===== src/common/trip_event_pkg.sv =====
/*
 Package for the trip clear and event trigger block: register offsets, field positions,
 reset values and event-source encodings.
 Assumes a 32-bit AHB-Lite register bus with one register per aligned word.
*/
package trip_event_pkg;

   // Register byte offsets.
   localparam logic [7:0] off_trip_flag_status = 8'h00;
   localparam logic [7:0] off_trip_flag_clear = 8'h04;
   localparam logic [7:0] off_trip_software_force = 8'h08;
   localparam logic [7:0] off_event_trigger_select = 8'h0c;
   localparam logic [7:0] off_event_prescale = 8'h10;

   // Trip flag, clear and force bit positions.
   localparam int bit_one_shot_trip = 2;
   localparam int bit_cycle_by_cycle_trip = 1;
   localparam int bit_trip_int = 0;

   // Event trigger select field positions.
   localparam int bit_conv_start_b_enable = 15;
   localparam int lsb_conv_start_b_source = 12;
   localparam int bit_conv_start_a_enable = 11;
   localparam int lsb_conv_start_a_source = 8;
   localparam int bit_module_irq_enable = 3;
   localparam int lsb_module_irq_source = 0;

   // Event prescale field positions.
   localparam int lsb_conv_start_b_event_count = 14;
   localparam int lsb_conv_start_b_event_period = 12;
   localparam int lsb_conv_start_a_event_count = 10;
   localparam int lsb_conv_start_a_event_period = 8;

   // Reset values.
   localparam logic [15:0] rst_event_trigger_select = 16'h0000;
   localparam logic [3:0] rst_event_prescale = 4'h0;
   localparam logic [31:0] rst_read_data = 32'h0000_0000;

   // Shared event-source encoding; 000 and 011 select nothing.
   typedef enum logic [2:0] {
      src_none0 = 3'h0,
      src_zero = 3'h1,
      src_period = 3'h2,
      src_none3 = 3'h3,
      src_match_a_up = 3'h4,
      src_match_a_down = 3'h5,
      src_match_b_up = 3'h6,
      src_match_b_down = 3'h7
   } event_source_type;

   // AHB transfer type and response.
   localparam logic [1:0] htrans_nonseq = 2'h2;
   localparam logic [1:0] hresp_okay = 2'h0;

endpackage


===== src/rtl/trip_event_ctrl.sv =====
/*
 Trip flag clear/force and event trigger selection for one pulse-width-modulator module.
 Assumes an AHB-Lite master on hclk, and time-base events supplied as one-cycle pulses
 by the time-base and compare logic outside, all synchronous to hclk.
*/
// Added by the designer: the register offsets and the AHB-Lite slave port.
// Operation
// - Writing one to clear bit 2 clears the one-shot trip flag.
// - Writing one to clear bit 1 clears the cycle-by-cycle trip flag.
// - Clear register command bits always read zero.
// - Writing one to clear bit 0 clears the trip interrupt flag.
// - No trip interrupt pulse while the trip interrupt flag is set.
// - Clearing interrupt flag while a trip flag is set gives a new pulse.
// - All flags clear means no pulse until a trip flag sets again.
// - Writing one to force bit 2 sets the one-shot trip flag.
// - Writing one to force bit 1 sets the cycle-by-cycle trip flag.
// - Force zero writes are ignored; force bits read zero.
// - Select bit 15 gates converter start B pulse.
// - Select bits 14:12 choose converter start B source event.
// - Select bit 11 gates converter start A pulse.
// - Select bits 10:8 choose converter start A source event.
// - Select bit 3 enables the module interrupt.
// - Select bits 2:0 choose the module interrupt source event.
// - Cycle-by-cycle trip releases only at counter zero with trip input gone.
// - Two-bit period counts events, pulses on count reached, 00 disables.
`timescale 1ns/1ns
module trip_event_ctrl
   import trip_event_pkg::*;
(
   // Clock and reset.
   input wire logic hclk,
   input wire logic hresetn,
   // AHB-Lite slave.
   input wire logic hsel,
   input wire logic [31:0] haddr,
   input wire logic [1:0] htrans,
   input wire logic hwrite,
   input wire logic [2:0] hsize,
   input wire logic [31:0] hwdata,
   input wire logic hready,
   output logic [31:0] hrdata,
   output logic hreadyout,
   output logic [1:0] hresp,
   // Trip inputs, already qualified.
   input wire logic one_shot_trip_in,
   input wire logic cycle_by_cycle_trip_in,
   // Time-base events, one-cycle pulses.
   input wire logic time_base_count_zero,
   input wire logic time_base_count_period,
   input wire logic compare_a_up,
   input wire logic compare_a_down,
   input wire logic compare_b_up,
   input wire logic compare_b_down,
   // Outputs to the interrupt expander and converter.
   output logic trip_irq,
   output logic module_irq,
   output logic conv_start_a_pulse,
   output logic conv_start_b_pulse,
   output logic one_shot_trip,
   output logic cycle_by_cycle_trip_active
);
   import trip_event_pkg::*;

   ////////////////////////////////////////////////////////////////////////////////
   // Bus address phase capture.

   logic wr_pend, next_wr_pend;
   logic [7:0] wr_addr, next_wr_addr;
   logic [31:0] next_hrdata;
   logic addr_phase;
   logic write_clear, write_force, write_select, write_prescale;

   assign addr_phase = hsel && hready && (htrans == htrans_nonseq);
   assign hreadyout = 1'b1;
   assign hresp = hresp_okay;

   // Writes commit in the data phase, when hwdata is valid.
   assign write_clear = wr_pend && (wr_addr == off_trip_flag_clear);
   assign write_force = wr_pend && (wr_addr == off_trip_software_force);
   assign write_select = wr_pend && (wr_addr == off_event_trigger_select);
   assign write_prescale = wr_pend && (wr_addr == off_event_prescale);

   ////////////////////////////////////////////////////////////////////////////////
   // Register state.

   logic [15:0] event_trigger_select, next_event_trigger_select;
   logic [1:0] period_a, next_period_a, period_b, next_period_b;
   logic [1:0] count_a, next_count_a, count_b, next_count_b;
   logic flag_one_shot, next_flag_one_shot;
   logic flag_cycle, next_flag_cycle;
   logic flag_int, next_flag_int;
   logic cycle_latch, next_cycle_latch;
   logic next_trip_irq, next_module_irq, next_conv_a, next_conv_b;
   logic [5:0] tb_events;
   logic ev_int, ev_a, ev_b;
   logic set_one_shot, set_cycle, clr_one_shot, clr_cycle, clr_int;

   ////////////////////////////////////////////////////////////////////////////////
   // Event source selection.

   // Gathers the six time-base events in the order of the shared encoding.
   assign tb_events = {compare_b_down, compare_b_up, compare_a_down, compare_a_up,
      time_base_count_period, time_base_count_zero};

   // Decodes the shared event encoding; reserved codes give no event.
   // The events come in as an argument, so that each caller is re-evaluated
   // whenever an event changes and not only when the selection does.
   function automatic logic pick_event(input logic [2:0] sel, input logic [5:0] evs);
      case (event_source_type'(sel))
         src_zero: pick_event = evs[0];
         src_period: pick_event = evs[1];
         src_match_a_up: pick_event = evs[2];
         src_match_a_down: pick_event = evs[3];
         src_match_b_up: pick_event = evs[4];
         src_match_b_down: pick_event = evs[5];
         default: pick_event = 1'b0;
      endcase
   endfunction

   // One selector for each of the three event consumers.
   assign ev_b = pick_event(event_trigger_select[lsb_conv_start_b_source +: 3],
      tb_events);
   assign ev_a = pick_event(event_trigger_select[lsb_conv_start_a_source +: 3],
      tb_events);
   assign ev_int = pick_event(event_trigger_select[lsb_module_irq_source +: 3],
      tb_events);

   ////////////////////////////////////////////////////////////////////////////////
   // Trip set and clear commands.

   // A hardware trip and a software force have the same effect on the flags.
   assign set_one_shot = one_shot_trip_in
      || (write_force && hwdata[bit_one_shot_trip]);
   assign set_cycle = cycle_by_cycle_trip_in
      || (write_force && hwdata[bit_cycle_by_cycle_trip]);

   // Only bits written as one act; zero bits of the same word leave flags alone.
   assign clr_one_shot = write_clear && hwdata[bit_one_shot_trip];
   assign clr_cycle = write_clear && hwdata[bit_cycle_by_cycle_trip];
   assign clr_int = write_clear && hwdata[bit_trip_int];

   ////////////////////////////////////////////////////////////////////////////////
   // Bus data phase and read data.

   // A read is decoded in its address phase so that hrdata stands for its data phase.
   // A read that meets a write still in its data phase returns the value before it.
   always_comb begin
      next_wr_pend = addr_phase && hwrite;
      next_wr_addr = addr_phase ? haddr[7:0] : wr_addr;
      next_hrdata = rst_read_data;
      if (addr_phase && !hwrite) begin
         case (haddr[7:0])
            off_trip_flag_status: begin
               next_hrdata = {29'h0, flag_one_shot, flag_cycle, flag_int};
            end
            off_event_trigger_select: next_hrdata = {16'h0, event_trigger_select};
            off_event_prescale: next_hrdata = {16'h0, count_b, period_b, count_a,
               period_a, 8'h00};
            default: next_hrdata = rst_read_data;
         endcase
      end
   end

   // Bus state registers.
   always_ff @(posedge hclk or negedge hresetn) begin
      if (!hresetn) begin
         wr_pend <= 1'b0;
         wr_addr <= 8'h00;
         hrdata <= rst_read_data;
      end else begin
         wr_pend <= next_wr_pend;
         wr_addr <= next_wr_addr;
         hrdata <= next_hrdata;
      end
   end

   ////////////////////////////////////////////////////////////////////////////////
   // Configuration registers.

   // Select and prescale periods load whole from the written word.
   always_comb begin
      next_event_trigger_select = event_trigger_select;
      next_period_a = period_a;
      next_period_b = period_b;
      if (write_select) begin
         next_event_trigger_select = hwdata[15:0];
      end
      if (write_prescale) begin
         next_period_a = hwdata[lsb_conv_start_a_event_period +: 2];
         next_period_b = hwdata[lsb_conv_start_b_event_period +: 2];
      end
   end

   // Configuration state.
   always_ff @(posedge hclk or negedge hresetn) begin
      if (!hresetn) begin
         event_trigger_select <= rst_event_trigger_select;
         period_a <= rst_event_prescale[1:0];
         period_b <= rst_event_prescale[3:2];
      end else begin
         event_trigger_select <= next_event_trigger_select;
         period_a <= next_period_a;
         period_b <= next_period_b;
      end
   end

   ////////////////////////////////////////////////////////////////////////////////
   // Trip flags and trip interrupt.

   // Sets win over clears in the same cycle, so a trip that is still present when
   // software clears its flag is never lost; the flag simply stays set.
   always_comb begin
      next_flag_one_shot = flag_one_shot;
      if (clr_one_shot) begin
         next_flag_one_shot = 1'b0;
      end
      if (set_one_shot) begin
         next_flag_one_shot = 1'b1;
      end
      next_flag_cycle = flag_cycle;
      if (clr_cycle) begin
         next_flag_cycle = 1'b0;
      end
      if (set_cycle) begin
         next_flag_cycle = 1'b1;
      end

      // The trip condition itself is independent of the flag clear: it only drops
      // at counter zero, so the output stays safe however early software clears.
      next_cycle_latch = cycle_latch;
      if (time_base_count_zero && !cycle_by_cycle_trip_in) begin
         next_cycle_latch = 1'b0;
      end
      if (set_cycle) begin
         next_cycle_latch = 1'b1;
      end

      // One pulse per interrupt flag set; a cleared flag with trips pending rearms.
      // Looking at the next flag values lets a trip that arrives with the clear count.
      next_flag_int = flag_int;
      next_trip_irq = 1'b0;
      if (clr_int) begin
         next_flag_int = 1'b0;
      end
      if ((!flag_int || clr_int) && (next_flag_one_shot || next_flag_cycle)) begin
         next_flag_int = 1'b1;
         next_trip_irq = 1'b1;
      end
   end

   // Trip state.
   always_ff @(posedge hclk or negedge hresetn) begin
      if (!hresetn) begin
         flag_one_shot <= 1'b0;
         flag_cycle <= 1'b0;
         flag_int <= 1'b0;
         cycle_latch <= 1'b0;
         trip_irq <= 1'b0;
      end else begin
         flag_one_shot <= next_flag_one_shot;
         flag_cycle <= next_flag_cycle;
         flag_int <= next_flag_int;
         cycle_latch <= next_cycle_latch;
         trip_irq <= next_trip_irq;
      end
   end

   ////////////////////////////////////////////////////////////////////////////////
   // Module interrupt and converter start pulses.

   // Converter start prescalers: count events, pulse at period, then clear.
   // A disabled start still counts and clears, so enabling it mid-run keeps phase.
   always_comb begin
      next_module_irq = ev_int && event_trigger_select[bit_module_irq_enable];

      next_count_a = count_a;
      next_conv_a = 1'b0;
      if (period_a == 2'h0) begin
         next_count_a = 2'h0;
      end else if (ev_a) begin
         if (count_a + 2'h1 >= period_a) begin
            next_count_a = 2'h0;
            next_conv_a = event_trigger_select[bit_conv_start_a_enable];
         end else begin
            next_count_a = count_a + 2'h1;
         end
      end

      next_count_b = count_b;
      next_conv_b = 1'b0;
      if (period_b == 2'h0) begin
         next_count_b = 2'h0;
      end else if (ev_b) begin
         if (count_b + 2'h1 >= period_b) begin
            next_count_b = 2'h0;
            next_conv_b = event_trigger_select[bit_conv_start_b_enable];
         end else begin
            next_count_b = count_b + 2'h1;
         end
      end
   end

   // Event state; every pulse leaves a flip-flop and lasts one cycle.
   always_ff @(posedge hclk or negedge hresetn) begin
      if (!hresetn) begin
         count_a <= 2'h0;
         count_b <= 2'h0;
         module_irq <= 1'b0;
         conv_start_a_pulse <= 1'b0;
         conv_start_b_pulse <= 1'b0;
      end else begin
         count_a <= next_count_a;
         count_b <= next_count_b;
         module_irq <= next_module_irq;
         conv_start_a_pulse <= next_conv_a;
         conv_start_b_pulse <= next_conv_b;
      end
   end

   ////////////////////////////////////////////////////////////////////////////////
   // Status outputs.

   // Both levels come straight from flip-flops.
   assign one_shot_trip = flag_one_shot;
   assign cycle_by_cycle_trip_active = cycle_latch;

endmodule // trip_event_ctrl


===== config.mk =====
export PLATFORM = sky130hd
export DESIGN_NAME = trip_event_ctrl
export DESIGN_NICKNAME = d
export VERILOG_FILES = /design/src/common/trip_event_pkg.sv /design/src/rtl/trip_event_ctrl.sv
export SDC_FILE = /design/constraint.sdc
export NUM_CORES = 1
export LEC_CHECK = 0
export BUFFER_PORTS_ARGS = -buffer_cell sky130_fd_sc_hd__buf_2
export CAP_MARGIN = 15
export CORE_MARGIN = 1
export CORE_UTILIZATION = 30
export DETAILED_ROUTE_END_ITERATION = 8
export SLEW_MARGIN = 20
export SYNTH_ARGS = -nofsm -noshare
export SYNTH_HDL_FRONTEND = slang
export SYNTH_SLANG_ARGS = --single-unit

===== constraint.sdc =====
create_clock -name hclk -period 1.6 [get_ports hclk]
set_input_delay 0.08 -clock hclk [delete_from_list [all_inputs] [get_ports hclk]]
set_output_delay 0.08 -clock hclk [all_outputs]
set_load 0.005 [all_outputs]

# --- After elaboration in Yosys (flattened, before gate mapping) ---
# Cells that the tools add are included.
word_totals:
  ff_bits: 73
  output_inout_bits: 41
  elab_cells: 101
classes:
  n_addsub: 2
  order_cmp: 2
  eq_ne: 25
  muxes: 26
  reduce_logical: 30
op_table:
  columns: ["op", "count"]
  rows:
  - ["case mux 16 bit (3 select lines)", 1]
  - ["equality test 3 bit, second input constant", 12]
  - ["equality test 8 x 4 -> 1 bit, second input constant", 3]
  - ["case mux 1 bit (6 select lines)", 3]
  - ["equality test 8 x 5 -> 1 bit, second input constant", 2]
  - ["logical AND 1 bit", 16]
  - ["2-to-1 mux 16 bit", 1]
  - ["2-to-1 mux 1 bit", 15]
  - ["2-to-1 mux 2 bit", 6]
  - ["equality test 3 x 1 -> 1 bit, second input constant", 3]
  - ["equality test 3 x 2 -> 1 bit, second input constant", 3]
  - ["equality test 8 x 3 -> 1 bit, second input constant", 1]
  - ["zero test 8 bit", 1]
  - ["nonzero test 2 bit", 4]
  - ["adder 2 x 1 -> 2 bit, second input constant", 2]
  - [">= comparator 2 bit", 2]
  - ["zero test 2 bit", 2]
  - ["logical OR 1 bit", 4]
  - ["zero test 1 bit", 3]
  - ["equality test 2 bit, second input constant", 1]

# --- Logic depth before layout (Yosys ltp) ---
# Gate-level depths: netlist of the first run.
logic_depth:
  ltp_word: 8
  depth_mapped: 5

# --- Least setup slack after synthesis of the first run ---
# No wires, ideal clock.
synth_timing:
  path_kind: "register to register"
  from: "reg wr_addr[1]"
  to: "reg event_trigger_select[10]"
  setup_ns: 0.125
  arrival_time_ns: 1.493
  required_ns: 1.475
  setup_slack_ns: -0.017
  stages_incl_launch_ff: 6
  synth_period_minus_slack_ns: 1.617
  path_cell_list: "dfrtp_1 > nor4b_4 > and3_2 > nand2_4 > buf_6 > mux2_2"
synth_via:
  elab_chain_cells: 2
synth_lines:
  columns: ["item", "line_no", "source"]
  rows:
  - ["start, declared", "trip_event_ctrl.sv:68", "logic [7:0] wr_addr, next_wr_addr;"]
  - ["start signal, assigned", "trip_event_ctrl.sv:172", "wr_addr <= next_wr_addr;"]
  - ["equality test 8 x 4 -> 1 bit", "trip_event_ctrl.sv:80", "assign write_select = wr_pend && (wr_addr == off_event_trigger_select);"]
  - ["logical AND 1 bit", "trip_event_ctrl.sv:80", null]
  - ["end signal, assigned", "trip_event_ctrl.sv:197", "event_trigger_select <= rst_event_trigger_select;"]
  - ["end signal, assigned", "trip_event_ctrl.sv:201", "event_trigger_select <= next_event_trigger_select;"]
  - ["end, declared", "trip_event_ctrl.sv:86", "logic [15:0] event_trigger_select, next_event_trigger_select;"]
# No other way between the ends.
# A chain may end at the register's enable or synchronous reset.

# --- Worst setup path in the final report of the first run ---
layout_timing:
  from: "reg wr_addr[5]"
  to: "reg trip_irq"
layout_via:
  elab_chain_cells: 8
  elab_cells_between_ends: 19
  classes_between: "2 x eq/ne; 5 x mux; 12 x reduce/logical"
layout_lines:
  columns: ["item", "line_no", "source"]
  rows:
  - ["equality test 8 x 3 -> 1 bit or equality test 8 x 4 -> 1 bit (tied branches)", "trip_event_ctrl.sv:78, trip_event_ctrl.sv:79", null]
  - ["logical AND 1 bit (on tied branches)", "trip_event_ctrl.sv:78, trip_event_ctrl.sv:79", null]
  - ["logical AND 1 bit (on tied branches)", null, null]
  - ["2-to-1 mux 1 bit, or another cell as far along", "trip_event_ctrl.sv:214", "if (clr_one_shot) begin"]
  - ["2-to-1 mux 1 bit (on tied branches)", "trip_event_ctrl.sv:217, trip_event_ctrl.sv:224", null]
  - ["logical OR 1 bit", "trip_event_ctrl.sv:245", "if ((!flag_int || clr_int) && (next_flag_one_shot || next_flag_cycle)) begin"]
  - ["logical AND 1 bit *", "trip_event_ctrl.sv:245", null]
  - ["2-to-1 mux 1 bit *", "trip_event_ctrl.sv:245", null]
  - ["end signal, assigned", "trip_event_ctrl.sv:264", "trip_irq <= next_trip_irq;"]
  - ["end, declared", "trip_event_ctrl.sv:55", "output logic trip_irq,"]
# Mark *: on every way between the ends. The rest lies on a longest branch, timed or not.

==> qor.csv, run 1 <==
stage,metric,value,unit
synthesis,Post-Synth Adder-Cell Area,1.85,%
global_route,first-pass GRT wire length,10100,um
synthesis,compound-cell area share of the yosys netlist,7.02,%
synthesis,"Cell Area, Synth",0.00271,mm2
synthesis,post-synthesis xor/xnor area fraction,0.646,%
synthesis,mux share of post-synthesis cell area,16.3,%
global_route,vias in the first global route,2058,
global_route,largest net degree at the start of global routing,23,
synthesis,ys async rst share,100,%
power_and_ir_drop,Reg power frac,48.5,%
route,final routed DRC violation total,0,
timing,worst-margin pin slew,0.502,ns
timing,Slew headroom,66.5,%
clock_tree,Clock Sinks,57,
finish,layout cell share with drive strength beyond 1,41.7,%
floorplanning,CORE AREA,0.00872,mm2
synthesis,simple-gate area share of the yosys netlist,13.7,%
placement,hpwl dp,4280,um
synthesis,post-synthesis instance total,219,
clock_tree,clock latency on the worst-skew pair,0.33,ns
finish,ant diodes,0,
synthesis,#FFs+latches synth,57,
placement,port buffer count,60,
route,WL/cell,14.1,um
floorplanning,die width,97.0,um
power_and_ir_drop,Int Power,2.50,mW
global_route,initial antenna violation count,0,
finish,number of fill cells,843,
power_and_ir_drop,static leakage,1.70,nW
worst_setup_path,"Req. time, crit path",1.84,ns
finish,area of the multi-input gates,0.00121,mm2
worst_setup_path,crit-path max FO,3,
timing,Slew Limit Fails,0,
timing,period utilisation layout,98.8,%
floorplanning,Die Ht,97.0,um
power_and_ir_drop,P per Cell Area,961,mW/mm2
synthesis,Post-synth EDFFs,0,
power_and_ir_drop,Clk pwr share,32.4,%
finish,Finished Layout Cells,434,
worst_setup_path,CP Capture Type,register,
synthesis,Main synth FF type,dfrtp_1,
floorplanning,Initial Util,31.1,%
placement,DP Cell Count,394,
timing,RSZ-0062 raised after global routing,true,
timing,FMAX,632,MHz
route,Via density,4.63,
worst_setup_path,CP Launch Point,wr_addr[5],
synthesis,Synth cell types,43,
global_route,GR Util All Layers,13.9,%
synthesis,"area leader, netlist",dfrtp_1,
worst_setup_path,Critical Path AT,1.82,ns
clock_tree,"Reg clk slew, reported paths",0.07,ns
route,Detailed Routing Iterations Pass 1,5,
route,drt initial violations,73,
finish,Final Util,41.6,%
finish,Nets,408,
timing,Final WS setup,0.0187,ns
timing,final hold violations,0,
clock_tree,clk buf depth,2,
power_and_ir_drop,final total power,3.48,mW
worst_setup_path,r2r setup slk,0.02,ns
power_and_ir_drop,switching portion of total power,28.3,%
route,Routed WL,6120,um
clock_tree,CTS buffer count,9,
timing,Final min period,1.58,ns
clock_tree,H-tree depth,3,
power_and_ir_drop,Gate power share,19.1,%
worst_setup_path,FF-to-FF Start,wr_addr[5],
floorplanning,num ports,123,
outcome,status,"finished, final reports clean",
finish,area grow syn2layout,33.8,%
worst_setup_path,Critical Path End,trip_irq,
worst_setup_path,type of origin of the critical path,register,
power_and_ir_drop,NetSw,987,uW
placement,Post-Place Worst Slack,-0.0880,ns
worst_setup_path,FF-to-FF End,trip_irq,
synthesis,Post-synth top cells,"dfrtp_1 (57), mux2_2 (28), buf_4 (20), nor2_1 (20), a22oi_1 (11)",
worst_setup_path,Worst R2R Path Depth,5,
worst_setup_path,crit path kind,register to register,
synthesis,largest family of logic cells by synthesized area,multiplexers,
floorplanning,# rows,34,
synthesis,Mean Syn Cell Area,12.4,um2
synthesis,most frequent cell after synthesis,dfrtp_1,
floorplanning,Die ar.,0.00942,mm2
synthesis,Synth top area share,52.6,%
placement,Routability Congestion,0.857,
clock_tree,clock root cell,clkbuf_8,
finish,Register Area,0.00143,mm2
route,via count,2011,
route,post-route ant nets,0,
synthesis,synth warn,0,
timing,Clock Skews,0.00963,ns
worst_hold_path,Hold Path Class,input pin to register,
clock_tree,CTS tree,done,
timing,setup violators final,0,
job,max cap viols,0,
synthesis,top post-synthesis cells by area,"dfrtp_1 (53%), mux2_2 (12%), buf_4 (5.5%)",
global_route,Congestion Overflow GR,0,
power_and_ir_drop,Peak VDD IR,0.400,mV
synthesis,sequential element share of the synthesized area,52.6,%
## metal layers
| layer | GRT usage, % | vias up | wire, um |
|---|---|---|---|
| met4 | 4.59 | 0 | 52 |
| met1 | 16.9 | 990 | 2640 |
| met3 | 4.99 | 5 | 404 |
| met2 | 22.8 | 64 | 3030 |
| met5 | 0 | - | 0 |
| li1 | - | 952 | - |
## cell type report
class | instances | share of cell area [%]
inverters | 8 | 0.828
well taps | 108 | 3.73
repair buffers | 98 | 18.2
clock inverters | 4 | 0.552
flip-flops and latches | 57 | 39.4
clock buffers | 11 | 3.90
multi-input cells | 148 | 33.4
## per-stage QoR
stage | area [um2] | TNS [ns] | hold slack, ns
6_report | 3630 | 0 | 0.0303
5_1_grt | 3630 | -0.739 | 0.00962
4_1_cts | 3570 | -0.0131 | 0.00380
3_5_place_dp | 3160 | -0.126 | 0.0784
3_3_place_gp | 3160 | -0.0944 | 0.0708
2_1_floorplan | 2780 | -0.0166 | -0.216
## cells by family (layout without fill, tap and decap cells)
group | after synthesis | count (layout)
AO/OA/AOI/OAI | 27 | 27
XOR/XNOR | 2 | 2
adder cells (fa/ha/maj) | 4 | 4
buffers and inverters | 32 | 121
flip-flops | 57 | 57
multiplexers | 37 | 37
other | 2 | 19
AND/OR/NAND/NOR | 58 | 59
## power by group through the flow
| stage | sequential (mW) | clock [mW] | combinational (mW) |
|---|---|---|---|
| floorplan | 1.68 | 0 | 0.394 |
| global placement | 1.70 | 0 | 0.529 |
| detailed placement | 1.71 | 0 | 0.552 |
| CTS | 1.68 | 1.19 | 0.609 |
| global route | 1.71 | 1.27 | 0.752 |
| finish | 1.69 | 1.13 | 0.666 |
## how the worst min path moves through the flow
stage	start	endpoint	cells after the start
after floorplan	hresetn	conv_start_a_pulse	0
after global placement	hresetn	hrdata[14]	1
after detailed placement	hresetn	hrdata[13]	1
after CTS	haddr[3]	wr_addr[3]	2
after global routing	haddr[3]	wr_addr[3]	2
final	haddr[3]	wr_addr[3]	2
## timing repair
action	CTS	global route
setup endpoints to repair	3	29
hold endpoints to repair	45	0
pin swaps	0	10
resized for setup	3	10
hold buffers	23	0
buffers inserted	0	1
gates cloned	0	1
## flip-flops by register name (all words and copies together) (netlist names), 2 cells and up
register,flops
hrdata,16
period_b,2
event_trigger_select,16
period_a,2
wr_addr,8
count_b,2
count_a,2
## critical path: stages, from the launching register on
cell,delay [ns]
dfrtp_1,0.41
nor4b_4,0.31
and3_4,0.32
buf_4,0.16
a311oi_2,0.11
a21boi_1,0.19
## cell usage in the layout, fill, tap and decap left out, types with 4 or more instances in the layout
master         count
a22oi_1           11
o21ai_0            4
clkinv_2           4
buf_2             60
and2_1             6
nand2b_1           4
a21oi_1            4
nor2_1            20
dfrtp_1           54
clkbuf_8          10
mux2_2            28
conb_1            19
inv_1              8
buf_4             13
ha_1               4
dlygate4sd3_1     23
nand2_1            6
mux2i_1            6
Power figures use the tool's default switching activity.
==> run 2: changes to the inputs <==
--- a/config.mk
+++ b/config.mk
@@ -10,6 +10,7 @@
 export CORE_MARGIN = 1
 export CORE_UTILIZATION = 30
 export DETAILED_ROUTE_END_ITERATION = 8
+export RECOVER_POWER = 25
 export SLEW_MARGIN = 20
 export SYNTH_ARGS = -nofsm -noshare
 export SYNTH_HDL_FRONTEND = slang
==> qor.csv, run 2 (same netlist as run 1, synthesis figures left out) <==
stage,metric,value,unit,change
route,final routed DRC violation total,0,,unchanged
route,Routed WL,6110,um,-0.21%
worst_setup_path,CP Launch Point,wr_addr[5],,
timing,final hold violations,0,,unchanged
worst_setup_path,"Req. time, crit path",1.84,ns,about the same
route,post-route ant nets,0,,unchanged
clock_tree,H-tree depth,3,,unchanged
finish,ant diodes,0,,unchanged
floorplanning,num ports,123,,unchanged
worst_hold_path,Hold Path Class,input pin to register,,
power_and_ir_drop,Clk pwr share,32.4,%,about the same
route,via count,2008,,-0.15%
finish,layout cell share with drive strength beyond 1,41.1,%,-0.61 points
timing,Clock Skews,0.00976,ns,+0.000126 ns
timing,Final min period,1.58,ns,+0.00106 ns
timing,setup violators final,0,,unchanged
global_route,initial antenna violation count,0,,unchanged
worst_setup_path,type of origin of the critical path,register,,
worst_setup_path,crit-path max FO,3,,unchanged
placement,Routability Congestion,0.857,,unchanged
worst_hold_path,hold_sp,haddr[3],,
clock_tree,Clock Sinks,57,,unchanged
placement,DP Cell Count,394,,unchanged
timing,Slew Limit Fails,0,,unchanged
floorplanning,die width,97.0,um,unchanged
worst_setup_path,worst path cell trace,nor4b_4 > and3_4 > buf_4 > a311oi_2 > a21boi_1,,
placement,Placed Area,0.00316,mm2,unchanged
clock_tree,CTS buffer count,9,,unchanged
power_and_ir_drop,Int Power,2.50,mW,about the same
placement,Post-Place Worst Slack,-0.0880,ns,unchanged
clock_tree,CTS tree,done,,
finish,biggest regs,"event_trigger_select: 16 flops, hrdata: 16 flops, wr_addr: 8 flops",,
worst_setup_path,crit path kind,register to register,,
timing,Final WS setup,0.0176,ns,-0.00106 ns
floorplanning,Die Ht,97.0,um,unchanged
global_route,vias in the first global route,2058,,unchanged
power_and_ir_drop,Reg power frac,48.5,%,about the same
timing,period utilisation layout,98.9,%,about the same
finish,Finished Layout Cells,434,,unchanged
worst_setup_path,CP Capture Type,register,,
placement,hpwl dp,4280,um,unchanged
placement,port buffer count,60,,unchanged
worst_setup_path,r2r setup slk,0.02,ns,about the same
timing,RSZ-0062 raised after global routing,true,,
global_route,Congestion Overflow GR,0,,unchanged
job,max cap viols,0,,unchanged
power_and_ir_drop,Peak VDD IR,0.400,mV,about the same
finish,"Design Area, Final",0.00362,mm2,-0.14%
power_and_ir_drop,P per Cell Area,962,mW/mm2,+0.14%
worst_setup_path,Critical Path AT,1.83,ns,about the same
worst_setup_path,max incr delay on CP,0.41,ns,about the same
finish,Nets,408,,unchanged
route,Detailed Routing Iterations Pass 1,5,,unchanged
power_and_ir_drop,NetSw,988,uW,about the same
worst_setup_path,slowest CP cell,dfrtp_1,,
clock_tree,clock root cell,clkbuf_8,,
finish,"commonest cells after routing, fill and taps aside","buf_2 (59), dfrtp_1 (54), mux2_2 (28), dlygate4sd3_1 (23), nor2_1 (20)",,
outcome,status,"finished, final reports clean",,
worst_setup_path,CP Buf/Inv Count,1,,unchanged
timing,FMAX,632,MHz,about the same
floorplanning,Die ar.,0.00942,mm2,unchanged
floorplanning,CORE AREA,0.00872,mm2,unchanged
clock_tree,"Reg clk slew, reported paths",0.07,ns,about the same
clock_tree,clock latency on the worst-skew pair,0.33,ns,about the same
clock_tree,clk buf depth,2,,unchanged
power_and_ir_drop,switching portion of total power,28.4,%,about the same
global_route,GR Util All Layers,13.9,%,unchanged
worst_setup_path,critical path's top delay family,simple AND/OR/NAND/NOR gates,,
finish,area grow syn2layout,33.6,%,
global_route,largest net degree at the start of global routing,23,,unchanged
route,Via density,4.63,,-0.15%
finish,"most common cell after layout, fill and taps aside",buf_2,,
timing,Setup TNS,0,ns,unchanged
route,drt initial violations,73,,unchanged
floorplanning,Initial Util,31.1,%,unchanged
worst_setup_path,FF-to-FF Start,wr_addr[5],,
timing,Slew headroom,19.5,%,-47 points
finish,Final Util,41.5,%,-0.057 points
power_and_ir_drop,Gate power share,19.1,%,about the same
route,WL/cell,14.1,um,-0.21%
power_and_ir_drop,static leakage,1.70,nW,-0.34%
floorplanning,# rows,34,,unchanged
timing,worst-margin pin slew,1.21,ns,+0.705 ns
global_route,first-pass GRT wire length,10100,um,unchanged
==> run 2: changes by cell type in the layout (fill, tap and decap cells not counted), sizes merged <==
| cell | delta |
|---|---|
| clkbuf | +2 |
| buf | -2 |
==> run 2: worst reg2reg max path, stage by stage, from the launching register on <==
cell,delay [ns]
dfrtp_1,0.41
nor4b_4,0.31
and3_4,0.32
buf_4,0.16
a311oi_2,0.11
a21boi_1,0.19
==> run 2: area by class of cell <==
cell class                 instances  area [um2]
clock buffer                      11         141
clock inverter                     4        20.0
fill                             843        5100
inverter                           8        30.0
multi-input combinational        148        1210
sequential                        57        1430
tap                              108         135
timing repair buffer              98         654
==> run 2: path summary, 6_finish.rpt <==
check	to	depth (start not counted)
worst max-delay path	trip_irq	5
worst min-delay path	wr_addr[3]	2
worst max register to register	trip_irq	5
worst min register to register	hrdata[6]	1
max in group asynchronous	event_trigger_select[12]	2
min in group asynchronous	event_trigger_select[15]	2
==> run 2: repair_timing <==
item	4_1_cts	5_1_grt
buffers inserted	0	1
setup endpoints to repair	3	29
gates cloned	0	1
hold buffers	23	0
pin swaps	0	10
resized for setup	3	10
hold endpoints to repair	45	0
==> run 2: power by group through the flow <==
stage | combinational [mW] | clock [mW] | sequential, mW
finish | 0.665 | 1.13 | 1.69
global route | 0.752 | 1.27 | 1.71
CTS | 0.609 | 1.19 | 1.68
detailed placement | 0.552 | 0 | 1.71
floorplan | 0.394 | 0 | 1.68
global placement | 0.529 | 0 | 1.70
==> run 2: stage by stage <==
step / hold WS [ns] / power, mW
6_report: 0.0302 / 3.48
5_1_grt: 0.00975 / 3.73
4_1_cts: 0.00380 / 3.48
3_5_place_dp: 0.0784 / 2.26
3_3_place_gp: 0.0708 / 2.23
2_1_floorplan: -0.216 / 2.08
==> run 2: per-layer routing <==
layer | vias up | global-route usage [%] | routed length (um)
li1 | 951 | - | -
met1 | 988 | 16.9 | 2620
met2 | 64 | 22.8 | 3030
met3 | 5 | 4.99 | 408
met4 | 0 | 4.59 | 52
met5 | - | 0 | 0
